===== config.mk =====
export PLATFORM = sky130hd
export DESIGN_NAME = hbds_top
export DESIGN_NICKNAME = d
export VERILOG_FILES = /design/src/hbds_sync.v /design/src/hbds_filt.v /design/src/hbds_top.v
export VERILOG_INCLUDE_DIRS = /design/src
export SDC_FILE = /design/constraint.sdc
export NUM_CORES = 1
export LEC_CHECK = 0
export ABC_AREA = 1
export BUFFER_PORTS_ARGS = -buffer_cell sky130_fd_sc_hd__buf_2
export CORE_ASPECT_RATIO = 0.5
export CORE_MARGIN = 2
export CORE_UTILIZATION = 35
export CTS_CLUSTER_SIZE = 12
export DETAILED_ROUTE_END_ITERATION = 8
export PLACE_DENSITY_LB_ADDON = 0.3
export SYNTH_ARGS = -nofsm -noshare
export SYNTH_HDL_FRONTEND = slang
export SYNTH_SLANG_ARGS = --single-unit

===== constraint.sdc =====
create_clock -name clk -period 1.7 [get_ports clk]
set_input_delay 0.34 -clock clk [delete_from_list [all_inputs] [get_ports clk]]
set_output_delay 0.34 -clock clk [all_outputs]
set_load 0.1 [all_outputs]

===== src/hbds_consts.vh =====
// Shared constants of the half-bridge driver supervisor: clock rate, filter,
// recovery and cross-current timing, driver counts and the synchroniser bit map.
// Assumes it is included by bare name from every design file that needs it.
`ifndef HBDS_CONSTS_VH
`define HBDS_CONSTS_VH

// Logic clock rate in MHz (100 ns period)
`define HBDS_CLK_MHZ 10

// Diagnostic filter time in microseconds and cycles
`define HBDS_FILT_US 32
`define HBDS_FILT_CYC (`HBDS_FILT_US * `HBDS_CLK_MHZ)

// Open-load filter time in microseconds and cycles
`define HBDS_OL_US 1000
`define HBDS_OL_CYC (`HBDS_OL_US * `HBDS_CLK_MHZ)

// Cross-current protection time, typical and ceiling, in microseconds
`define HBDS_XC_US 200
`define HBDS_XC_MAX_US 400
`define HBDS_XC_CYC (`HBDS_XC_US * `HBDS_CLK_MHZ)

// Over-current recovery off times in microseconds for the two duty settings
`define HBDS_REC25_US 96
`define HBDS_REC12_US 240
`define HBDS_REC25_CYC (`HBDS_REC25_US * `HBDS_CLK_MHZ)
`define HBDS_REC12_CYC (`HBDS_REC12_US * `HBDS_CLK_MHZ)

// Counter widths
`define HBDS_CNT_W 12
`define HBDS_OL_CNT_W 14

// Structure
`define HBDS_NUM_DRV 8
`define HBDS_NUM_OUT 5
`define HBDS_NUM_BRIDGE 3
`define HBDS_CM_SEL_W 3

// Bit positions in the synchronised input vector
`define HBDS_SY_CSN 0
`define HBDS_SY_PWM 1
`define HBDS_SY_EN 2
`define HBDS_SY_VCCLOW 3
`define HBDS_SY_TSD 4
`define HBDS_SY_TW 5
`define HBDS_SY_UV 6
`define HBDS_SY_OV 7
`define HBDS_SY_OL 8
`define HBDS_SY_OC 16
`define HBDS_SY_W 24
`define HBDS_SY_INIT 24'h000001

`endif


===== src/hbds_sync.v =====
// Three-stage synchroniser for a vector of pins from outside the clock domain.
// A bit changes only once the second and third stages agree on its new level.
`timescale 1ns/1ns
module hbds_sync #(
   parameter W = 1,
   parameter [W-1:0] INIT = {W{1'b0}}
) (
   input wire clk,
   input wire reset,
   input wire [W-1:0] d,
   output reg [W-1:0] q
);
   reg [W-1:0] s1_q;
   reg [W-1:0] s2_q;
   reg [W-1:0] s3_q;

   // First stage is read only by the second; the filter compares stages two and three
   always @(posedge clk) begin
      if (reset) begin
         s1_q <= INIT;
         s2_q <= INIT;
         s3_q <= INIT;
         q <= INIT;
      end else begin
         s1_q <= d;
         s2_q <= s1_q;
         s3_q <= s2_q;
         q <= (s2_q & s3_q) | (q & (s2_q ^ s3_q));
      end
   end
endmodule


===== src/hbds_filt.v =====
// Persistence filter: the output rises once the condition has held for LIMIT
// consecutive cycles and falls as soon as the condition goes away.
// Assumes cond is already synchronous to clk.
`timescale 1ns/1ns
module hbds_filt #(
   parameter CW = 12,
   parameter LIMIT = 320
) (
   input wire clk,
   input wire clear,
   input wire cond,
   output reg qual
);
   localparam integer LIM_I = LIMIT - 1;
   localparam [CW-1:0] LIM_M1 = LIM_I[CW-1:0];
   reg [CW-1:0] cnt_q;

   // Counter restarts whenever the condition drops, so short glitches never qualify
   always @(posedge clk) begin
      if (clear || !cond) begin
         cnt_q <= {CW{1'b0}};
         qual <= 1'b0;
      end else if (cnt_q == LIM_M1) begin
         qual <= 1'b1;
      end else begin
         cnt_q <= cnt_q + {{(CW-1){1'b0}}, 1'b1};
      end
   end
endmodule


===== src/hbds_top.v =====
// Control and protection logic of a three half-bridge, two source-switch driver.
// Assumes the serial frame decoder delivers the input register bits as levels,
// and that all condition inputs come from analog comparators outside the clock.
//
// What this block does, and what its host must do
// Host waits after enable before first frame
// Host keeps chip select high between frames
// Reset initialises all control and status logic
// Logic supply loss disables outputs, clears status
// Enable low: standby, clear all, outputs off
// Enable high: active, charge pump and supervision
// Diagnostics need 32 us persistence before flagging
// Open-load and warning only set flags
// Overload stops its driver, shutdown stops all
// Without recovery, overload latches until host clears
// With recovery, driver restarts at 12/25% duty
// Overvoltage disables outputs and the charge pump
// Undervoltage disables the output stages
// Supply return resumes unless recovery disable set
// Temperature warning sets a readable flag
// Thermal shutdown holds until cool and cleared
// Open-load flag after 1 ms low current
// Three select bits route one output to monitor
// PWM-enabled drivers follow PWM AND control bit
// Opposite switch waits the cross-current time
// After delay: fast turn-off, slew-limited turn-on
// Cross-current delay about 200 us, under 400
// Clear bit wipes status at chip select rise
// Timing counted in clock cycles, restarts on drop
// Invalid monitor select leaves monitor disconnected
`timescale 1ns/1ns
`include "hbds_consts.vh"
module hbds_top #(
   parameter OL_CYC = `HBDS_OL_CYC
) (
   input wire clk,
   input wire reset,
   input wire enable_in,
   input wire vcc_low,
   input wire chip_select_n,
   input wire status_clear_bit,
   input wire pwm_in,
   input wire [`HBDS_NUM_DRV-1:0] drive_bits,
   input wire [`HBDS_NUM_DRV-1:0] pwm_en_bits,
   input wire [`HBDS_NUM_DRV-1:0] oc_recovery_bits,
   input wire recovery_duty_25,
   input wire supply_recovery_disable,
   input wire [`HBDS_CM_SEL_W-1:0] cm_select,
   input wire [`HBDS_NUM_DRV-1:0] overload_cond,
   input wire [`HBDS_NUM_DRV-1:0] open_load_cond,
   input wire overvoltage_cond,
   input wire undervoltage_cond,
   input wire temp_warning_cond,
   input wire thermal_shutdown_cond,
   output wire [`HBDS_NUM_DRV-1:0] drv_on,
   output wire [`HBDS_NUM_DRV-1:0] drv_fast_off,
   output reg charge_pump_en,
   output reg active_mode,
   output reg serial_out_enable,
   output reg [`HBDS_NUM_OUT-1:0] cm_route,
   output reg [`HBDS_NUM_DRV-1:0] oc_status,
   output reg [`HBDS_NUM_DRV-1:0] ol_status,
   output reg ov_status,
   output reg uv_status,
   output reg tw_status,
   output reg tsd_status,
   output reg fault
);
   localparam ND = `HBDS_NUM_DRV;
   localparam CW = `HBDS_CNT_W;
   // Counts arrive 32 bits wide; cut to the counter
   localparam integer XC_I = `HBDS_XC_CYC;
   localparam integer REC25_I = `HBDS_REC25_CYC;
   localparam integer REC12_I = `HBDS_REC12_CYC;
   localparam [CW-1:0] XC_CYC = XC_I[CW-1:0];
   localparam [CW-1:0] REC25_CYC = REC25_I[CW-1:0];
   localparam [CW-1:0] REC12_CYC = REC12_I[CW-1:0];
   localparam [CW-1:0] CNT_ONE = 12'h001;

   wire [`HBDS_SY_W-1:0] sy_raw;
   wire [`HBDS_SY_W-1:0] sy;
   wire cs_n_s;
   wire pwm_s;
   wire en_s;
   wire vcc_low_s;
   wire clr;
   wire sclr;
   wire [ND-1:0] oc_qual;
   wire [ND-1:0] ol_qual;
   wire [3:0] env_qual;
   wire tsd_qual;
   wire tw_qual;
   wire uv_qual;
   wire ov_qual;
   wire supply_block;
   wire [ND-1:0] oc_block;
   wire [ND-1:0] want;
   wire [ND-1:0] pwm_gate;
   reg cs_prev_q;
   reg [ND-1:0] oc_prev_q;
   reg [CW-1:0] rec_q [0:ND-1];
   reg [`HBDS_NUM_OUT-1:0] cm_route_d;

   // All pins and comparator outputs cross into the clock domain together
   assign sy_raw = {overload_cond, open_load_cond, overvoltage_cond, undervoltage_cond,
                    temp_warning_cond, thermal_shutdown_cond, vcc_low, enable_in,
                    pwm_in, chip_select_n};
   // A change counts once two late stages agree,
   // so an edge near the clock makes no spike

   hbds_sync #(
      .W(`HBDS_SY_W),
      .INIT(`HBDS_SY_INIT)
   ) u_sync (
      .clk(clk),
      .reset(reset),
      .d(sy_raw),
      .q(sy)
   );

   assign cs_n_s = sy[`HBDS_SY_CSN];
   assign pwm_s = sy[`HBDS_SY_PWM];
   assign en_s = sy[`HBDS_SY_EN];
   assign vcc_low_s = sy[`HBDS_SY_VCCLOW];

   // Power-on reset, logic supply loss and standby all wipe the latched state
   assign clr = reset | vcc_low_s | ~en_s;
   // The clock runs in standby too, so a
   // clocked wipe is enough

   // Status clear request takes effect when the frame ends, on chip select rising
   assign sclr = cs_n_s & ~cs_prev_q & status_clear_bit;
   // Clear bit must stand until the synced rise

   // Resets to idle high, so no false rise
   always @(posedge clk) begin
      if (reset) begin
         cs_prev_q <= 1'b1;
      end else begin
         cs_prev_q <= cs_n_s;
      end
   end

   // Overload filters only watch a driver that is switched on
   // Limitation: no open-load check while off
   genvar gi;
   generate
      for (gi = 0; gi < ND; gi = gi + 1) begin : g_drv_filt
         hbds_filt #(
            .CW(CW),
            .LIMIT(`HBDS_FILT_CYC)
         ) u_oc (
            .clk(clk),
            .clear(clr),
            .cond(sy[`HBDS_SY_OC + gi] & drv_on[gi]),
            .qual(oc_qual[gi])
         );
         hbds_filt #(
            .CW(`HBDS_OL_CNT_W),
            .LIMIT(OL_CYC)
         ) u_ol (
            .clk(clk),
            .clear(clr),
            .cond(sy[`HBDS_SY_OL + gi] & drv_on[gi]),
            .qual(ol_qual[gi])
         );
      end
      // Supply and temperature comparators share the 32 us filter
      for (gi = 0; gi < 4; gi = gi + 1) begin : g_env_filt
         hbds_filt #(
            .CW(CW),
            .LIMIT(`HBDS_FILT_CYC)
         ) u_env (
            .clk(clk),
            .clear(clr),
            .cond(sy[`HBDS_SY_TSD + gi]),
            .qual(env_qual[gi])
         );
      end
   endgenerate

   // Same order as the synchroniser bit map
   assign tsd_qual = env_qual[0];
   assign tw_qual = env_qual[1];
   assign uv_qual = env_qual[2];
   assign ov_qual = env_qual[3];

   // Status flags: a new event in the clearing cycle wins over the clear
   // fault lags the flags by one cycle
   always @(posedge clk) begin
      if (clr) begin
         oc_status <= {ND{1'b0}};
         ol_status <= {ND{1'b0}};
         ov_status <= 1'b0;
         uv_status <= 1'b0;
         tw_status <= 1'b0;
         tsd_status <= 1'b0;
         fault <= 1'b0;
      end else begin
         oc_status <= oc_qual | (oc_status & {ND{~sclr}});
         ol_status <= ol_qual | (ol_status & {ND{~sclr}});
         ov_status <= ov_qual | (ov_status & ~sclr);
         uv_status <= uv_qual | (uv_status & ~sclr);
         tw_status <= tw_qual | (tw_status & ~sclr);
         tsd_status <= tsd_qual | (tsd_status & ~sclr);
         fault <= (|oc_status) | (|ol_status) | ov_status | uv_status | tw_status | tsd_status;
      end
   end

   // Recovery timers: a fresh overload on a driver with recovery set holds it off
   // for the chosen off time, then lets it retry; the filter time is the on phase
   // A retry into the same overload starts anew
   generate
      for (gi = 0; gi < ND; gi = gi + 1) begin : g_rec
         always @(posedge clk) begin
            if (clr) begin
               rec_q[gi] <= {CW{1'b0}};
            end else if (oc_qual[gi] && !oc_prev_q[gi] && oc_recovery_bits[gi]) begin
               rec_q[gi] <= recovery_duty_25 ? REC25_CYC : REC12_CYC;
            end else if (rec_q[gi] != {CW{1'b0}}) begin
               rec_q[gi] <= rec_q[gi] - CNT_ONE;
            end
         end
         // Only this driver is blocked; latched until cleared when recovery is off
         assign oc_block[gi] = (rec_q[gi] != {CW{1'b0}}) | oc_qual[gi] |
                               (oc_status[gi] & ~oc_recovery_bits[gi]);
      end
   endgenerate

   always @(posedge clk) begin
      if (clr) begin
         oc_prev_q <= {ND{1'b0}};
      end else begin
         oc_prev_q <= oc_qual;
      end
   end

   // Supply faults block while present; with recovery disabled the flags keep blocking
   // Otherwise the flags only inform the host
   assign supply_block = ov_qual | uv_qual |
                         (supply_recovery_disable & (ov_status | uv_status));

   // PWM gating applies only to drivers whose PWM enable bit is set
   // The pin is synchronised: four cycles late
   assign pwm_gate = pwm_en_bits & {ND{~pwm_s}};

   // Requested state of each driver after gating and protection
   assign want = drive_bits & ~pwm_gate & ~oc_block &
                 {ND{active_mode & ~supply_block & ~tsd_status & ~tsd_qual}};

   // Half bridges: even index is the source switch, odd index the sink switch.
   // A switch turns off at once; the counter then keeps both off, the outgoing
   // one still in its slew-limited turn-off, until the delay runs out.
   // Both switches requested: neither turns on.
   // The delay also holds the same switch off.
   generate
      for (gi = 0; gi < `HBDS_NUM_BRIDGE; gi = gi + 1) begin : g_bridge
         reg src_q;
         reg snk_q;
         reg [CW-1:0] xc_q;
         always @(posedge clk) begin
            if (clr) begin
               src_q <= 1'b0;
               snk_q <= 1'b0;
               xc_q <= {CW{1'b0}};
            end else if (src_q && !want[2*gi]) begin
               src_q <= 1'b0;
               xc_q <= XC_CYC;
            end else if (snk_q && !want[2*gi+1]) begin
               snk_q <= 1'b0;
               xc_q <= XC_CYC;
            end else if (xc_q != {CW{1'b0}}) begin
               xc_q <= xc_q - CNT_ONE;
            end else if (want[2*gi] && !want[2*gi+1] && !snk_q) begin
               src_q <= 1'b1;
            end else if (want[2*gi+1] && !want[2*gi] && !src_q) begin
               snk_q <= 1'b1;
            end
         end
         assign drv_on[2*gi] = src_q;
         assign drv_on[2*gi+1] = snk_q;
         // Fast turn-off engages only once the protection time has expired
         assign drv_fast_off[2*gi] = ~src_q & (xc_q == {CW{1'b0}});
         assign drv_fast_off[2*gi+1] = ~snk_q & (xc_q == {CW{1'b0}});
      end
      // Stand-alone source switches have no partner to protect against
      // so they follow the request one cycle late
      for (gi = 2 * `HBDS_NUM_BRIDGE; gi < ND; gi = gi + 1) begin : g_single
         reg on_q;
         always @(posedge clk) begin
            if (clr) begin
               on_q <= 1'b0;
            end else begin
               on_q <= want[gi];
            end
         end
         assign drv_on[gi] = on_q;
         assign drv_fast_off[gi] = ~on_q;
      end
   endgenerate

   // Mode and supply outputs; charge pump stops on overvoltage
   // The frame decoder outside drives the data pin
   always @(posedge clk) begin
      if (clr) begin
         active_mode <= 1'b0;
         charge_pump_en <= 1'b0;
         serial_out_enable <= 1'b0;
      end else begin
         active_mode <= 1'b1;
         charge_pump_en <= ~ov_qual;
         serial_out_enable <= ~cs_n_s;
      end
   end

   // Monitor routing: codes past the last output leave the monitor open
   // Registered so the route never glitches
   always @* begin
      cm_route_d = 5'h00;
      case (cm_select)
         3'h0: cm_route_d = 5'h01;
         3'h1: cm_route_d = 5'h02;
         3'h2: cm_route_d = 5'h04;
         3'h3: cm_route_d = 5'h08;
         3'h4: cm_route_d = 5'h10;
         default: cm_route_d = 5'h00;
      endcase
   end

   always @(posedge clk) begin
      if (clr) begin
         cm_route <= 5'h00;
      end else begin
         cm_route <= cm_route_d;
      end
   end

   // The host timing after enable and between frames is its own duty; the
   // synchroniser latency stays well inside those gaps ()
   // A host that breaks them may lose a frame,
   // but the protection logic still holds
endmodule


==> metrics <==
status=finished with violations; violated checks=setup timing; Vias/cell=4.68; Placed Instances=4,447; final net count=3,748; Setup TNS=-2.26 ns; Async SR Flop Fraction=0; initial antenna violation count=0; gpl congestion=0.886; io pins=101; WL/cell=12.4 um; Leakage Power=0.0128 uW; total grt overflow=0; drt total wl=57,200 um; clock buffer depth=3; worst slew pin tran=0.491 ns; H-tree depth=2; Setup CP Type=flip-flop to output pin; RSZ-0062 raised after global routing=yes; Mapped Nets=3,413; Residual DRC=0; clk root buf=clkbuf_16; Overall Global Routing Usage=0.150; flops & latches, synth=550; die area=0.0749 mm^2; Hold Path Class=input port to flip-flop; later-pin clock latency in the skew report=0.60 ns; CTS clk-pin slew, worst paths=0.06 ns; clk sinks=550; Post-Route Skew=0.0192 ns; Power Dens Cells=793 mW/mm^2; arrival time worst endpoint=1.75 ns; via count=21,607; commonest non-fill, non-tap cell in the layout=nand2_1; total clock buffers created by CTS=55; Slew headroom=0.672; number of max-cap violations=0; post-synth cell types=46; Post-DP HPWL=41,100 um; layout cells sized above 1=0.175; total core area=0.0714 mm^2; fin cells=4,614; initial core utilization=0.356; Netlist Area Pre-Place=0.0254 mm^2; Critical Path Fanout Max=3; Final Hold Viols=0; Avg Cell Area, Syn=7.72 um^2; largest net degree at the start of global routing=73; global-route wire length before repair=94,800 um; peak supply drop=0.707 mV; Top FF cell, synth=dfxtp_1; data required time at the worst endpoint=1.36 ns; FMAX=0.477 GHz; Die X=385 um; Synthesis Warnings=0; final setup violation count=12; area added between synthesis and finish=23.8%; Slew Limit Fails=0; Final ANT Viol Nets=0; post-synthesis sequential area ratio=0.471; CP Capture Type=output pin; Post-Syn Instances=3,293; vias in the first global route=20,225; number of synthesized flops with an enable pin=96; antenna cells=0; drt pass-1 iters=5; startpoint types=flip-flop; die height=195 um; Final min period=2.09 ns; Tcrit/Tclk final=1.23; initial DRC count=1,127; CTS tree=built; input/output buffers=100; most frequent cells in the layout=513 x nand2_1, 459 x inv_1, 439 x nor2_1; standard-cell row count=69; Worst Slack Setup Final=-0.395 ns
==> power breakdown <==
| group | switching [uW] | internal (uW) |
|---|---|---|
| registers | 33.1 | 13300 |
| logic | 228 | 194 |
| clock network | 4980 | 6230 |
==> synthesized netlist by cell type (all sizes together) (9+ instances only) <==
master / number / area share
xor2: 75 / 0.026
a21oi: 267 / 0.053
a31oi: 34 / 0.0084
nand2: 542 / 0.081
nand4: 70 / 0.017
nor2: 498 / 0.076
o22ai: 9 / 0.0022
ha: 64 / 0.032
nor3: 126 / 0.027
dfxtp: 454 / 0.36
nor4: 31 / 0.0076
o21ai: 140 / 0.028
inv: 498 / 0.074
xnor2: 40 / 0.014
clkbuf: 17 / 0.0025
nand3: 223 / 0.051
o21a: 10 / 0.0030
edfxtp: 96 / 0.11
and3: 10 / 0.0025
or2: 40 / 0.0098
buf: 28 / 0.0080
==> worst paths after layout <==
path	start	endpoint	slack (ns)	cells after the start
max reg2reg	rec_q[0][24]$_SDFFCE_PN0P_	rec_q[0][35]$_DFFE_PP_	-0.02	10
min reg2reg	u_sync.s1_q[1]$_SDFF_PP0_	u_sync.s2_q[1]$_SDFF_PP0_	0.40	2
min	pwm_en_bits[7]	g_single[7].on_q$_SDFF_PN0_	0.05	4
max	g_bridge[2].xc_q[1]$_SDFFE_PP0P_	drv_fast_off[5]	-0.39	7
==> through the flow <==
stage                     power, uW  hold slack [ns]  utilization  cell area [um^2]  worst slack [ns]
after detailed placement      13900            0.393        0.397             28400            -0.122
after CTS                     25300           0.0135        0.430             30700            -0.459
after floorplan               13800            0.388            -             25600           -0.0446
after global routing          25800           0.0453        0.441             31500            -0.475
final                         24900           0.0513        0.441             31500            -0.395
after global placement        13900            0.389        0.397             28400           -0.0514
==> logic make-up (layout without fill, tap and decap cells) <==
| logic type | count (synthesis) | after routing | share of synthesized area |
|---|---|---|---|
| AOI/OAI and AO/OA | 465 | 465 | 0.0960 |
| DFF | 550 | 550 | 0.471 |
| muxes | 1 | 1 | 0.000394 |
| xor gates and xnor gates | 115 | 115 | 0.0396 |
| and+or+nand+nor | 1555 | 1556 | 0.277 |
| adders and majority gates | 64 | 64 | 0.0315 |
| buffers and inverters | 543 | 905 | 0.0843 |
==> cell type report <==
type	count	area, um^2
repair buffers	322	2730
well taps	958	1200
inverters	498	1880
clock buffers	77	1540
flip-flops and latches	550	12000
fillers	6999	39900
multi-input cells	2201	12100
clock inverters	8	41.3
==> critical path, stage by stage, from the launching register on <==
cell and delay [ns]:
dfxtp_2 0.33, inv_2 0.06, ha_4 0.14, nand2_4 0.05, nor2_4 0.11, nand3_4 0.10
nor2_4 0.16, buf_12 0.18
==> sequential cells by signal, indices dropped and copies added, names as in the netlist, 2 cells and up <==
name,flops
u_sync.q,24
g_single.on_q,2
u_sync.s2_q,24
g_env_filt.u_env.cnt_q,48
g_drv_filt.u_ol.cnt_q,112
oc_prev_q,8
g_drv_filt.u_oc.cnt_q,96
g_env_filt.u_env.qual,4
g_drv_filt.u_ol.qual,8
rec_q,96
g_bridge.snk_q,3
u_sync.s3_q,24
oc_status,8
g_drv_filt.u_oc.qual,8
u_sync.s1_q,24
cm_route,5
g_bridge.xc_q,36
g_bridge.src_q,3
ol_status,8
==> routing by layer <==
metal / up-vias / GRT usage / share of wire / routed length, um
li1: 11398 / - / - / -
met3: 77 / 0.0201 / 0.027 / 1570
met2: 221 / 0.256 / 0.47 / 27100
met1: 9911 / 0.196 / 0.48 / 27300
met4: 0 / 0.0438 / 0.021 / 1220
met5: - / 0 / 0 / 0
==> repair_timing <==
item                       4_1_cts  5_1_grt
setup endpoints to repair       69      148
pin swaps                       15       67
gates cloned                     0        1
hold buffers                    32        0
buffers inserted                25       26
hold endpoints to repair        31        0
gates resized for setup         82      168
Note: power is estimated with default switching activity, not from simulation.
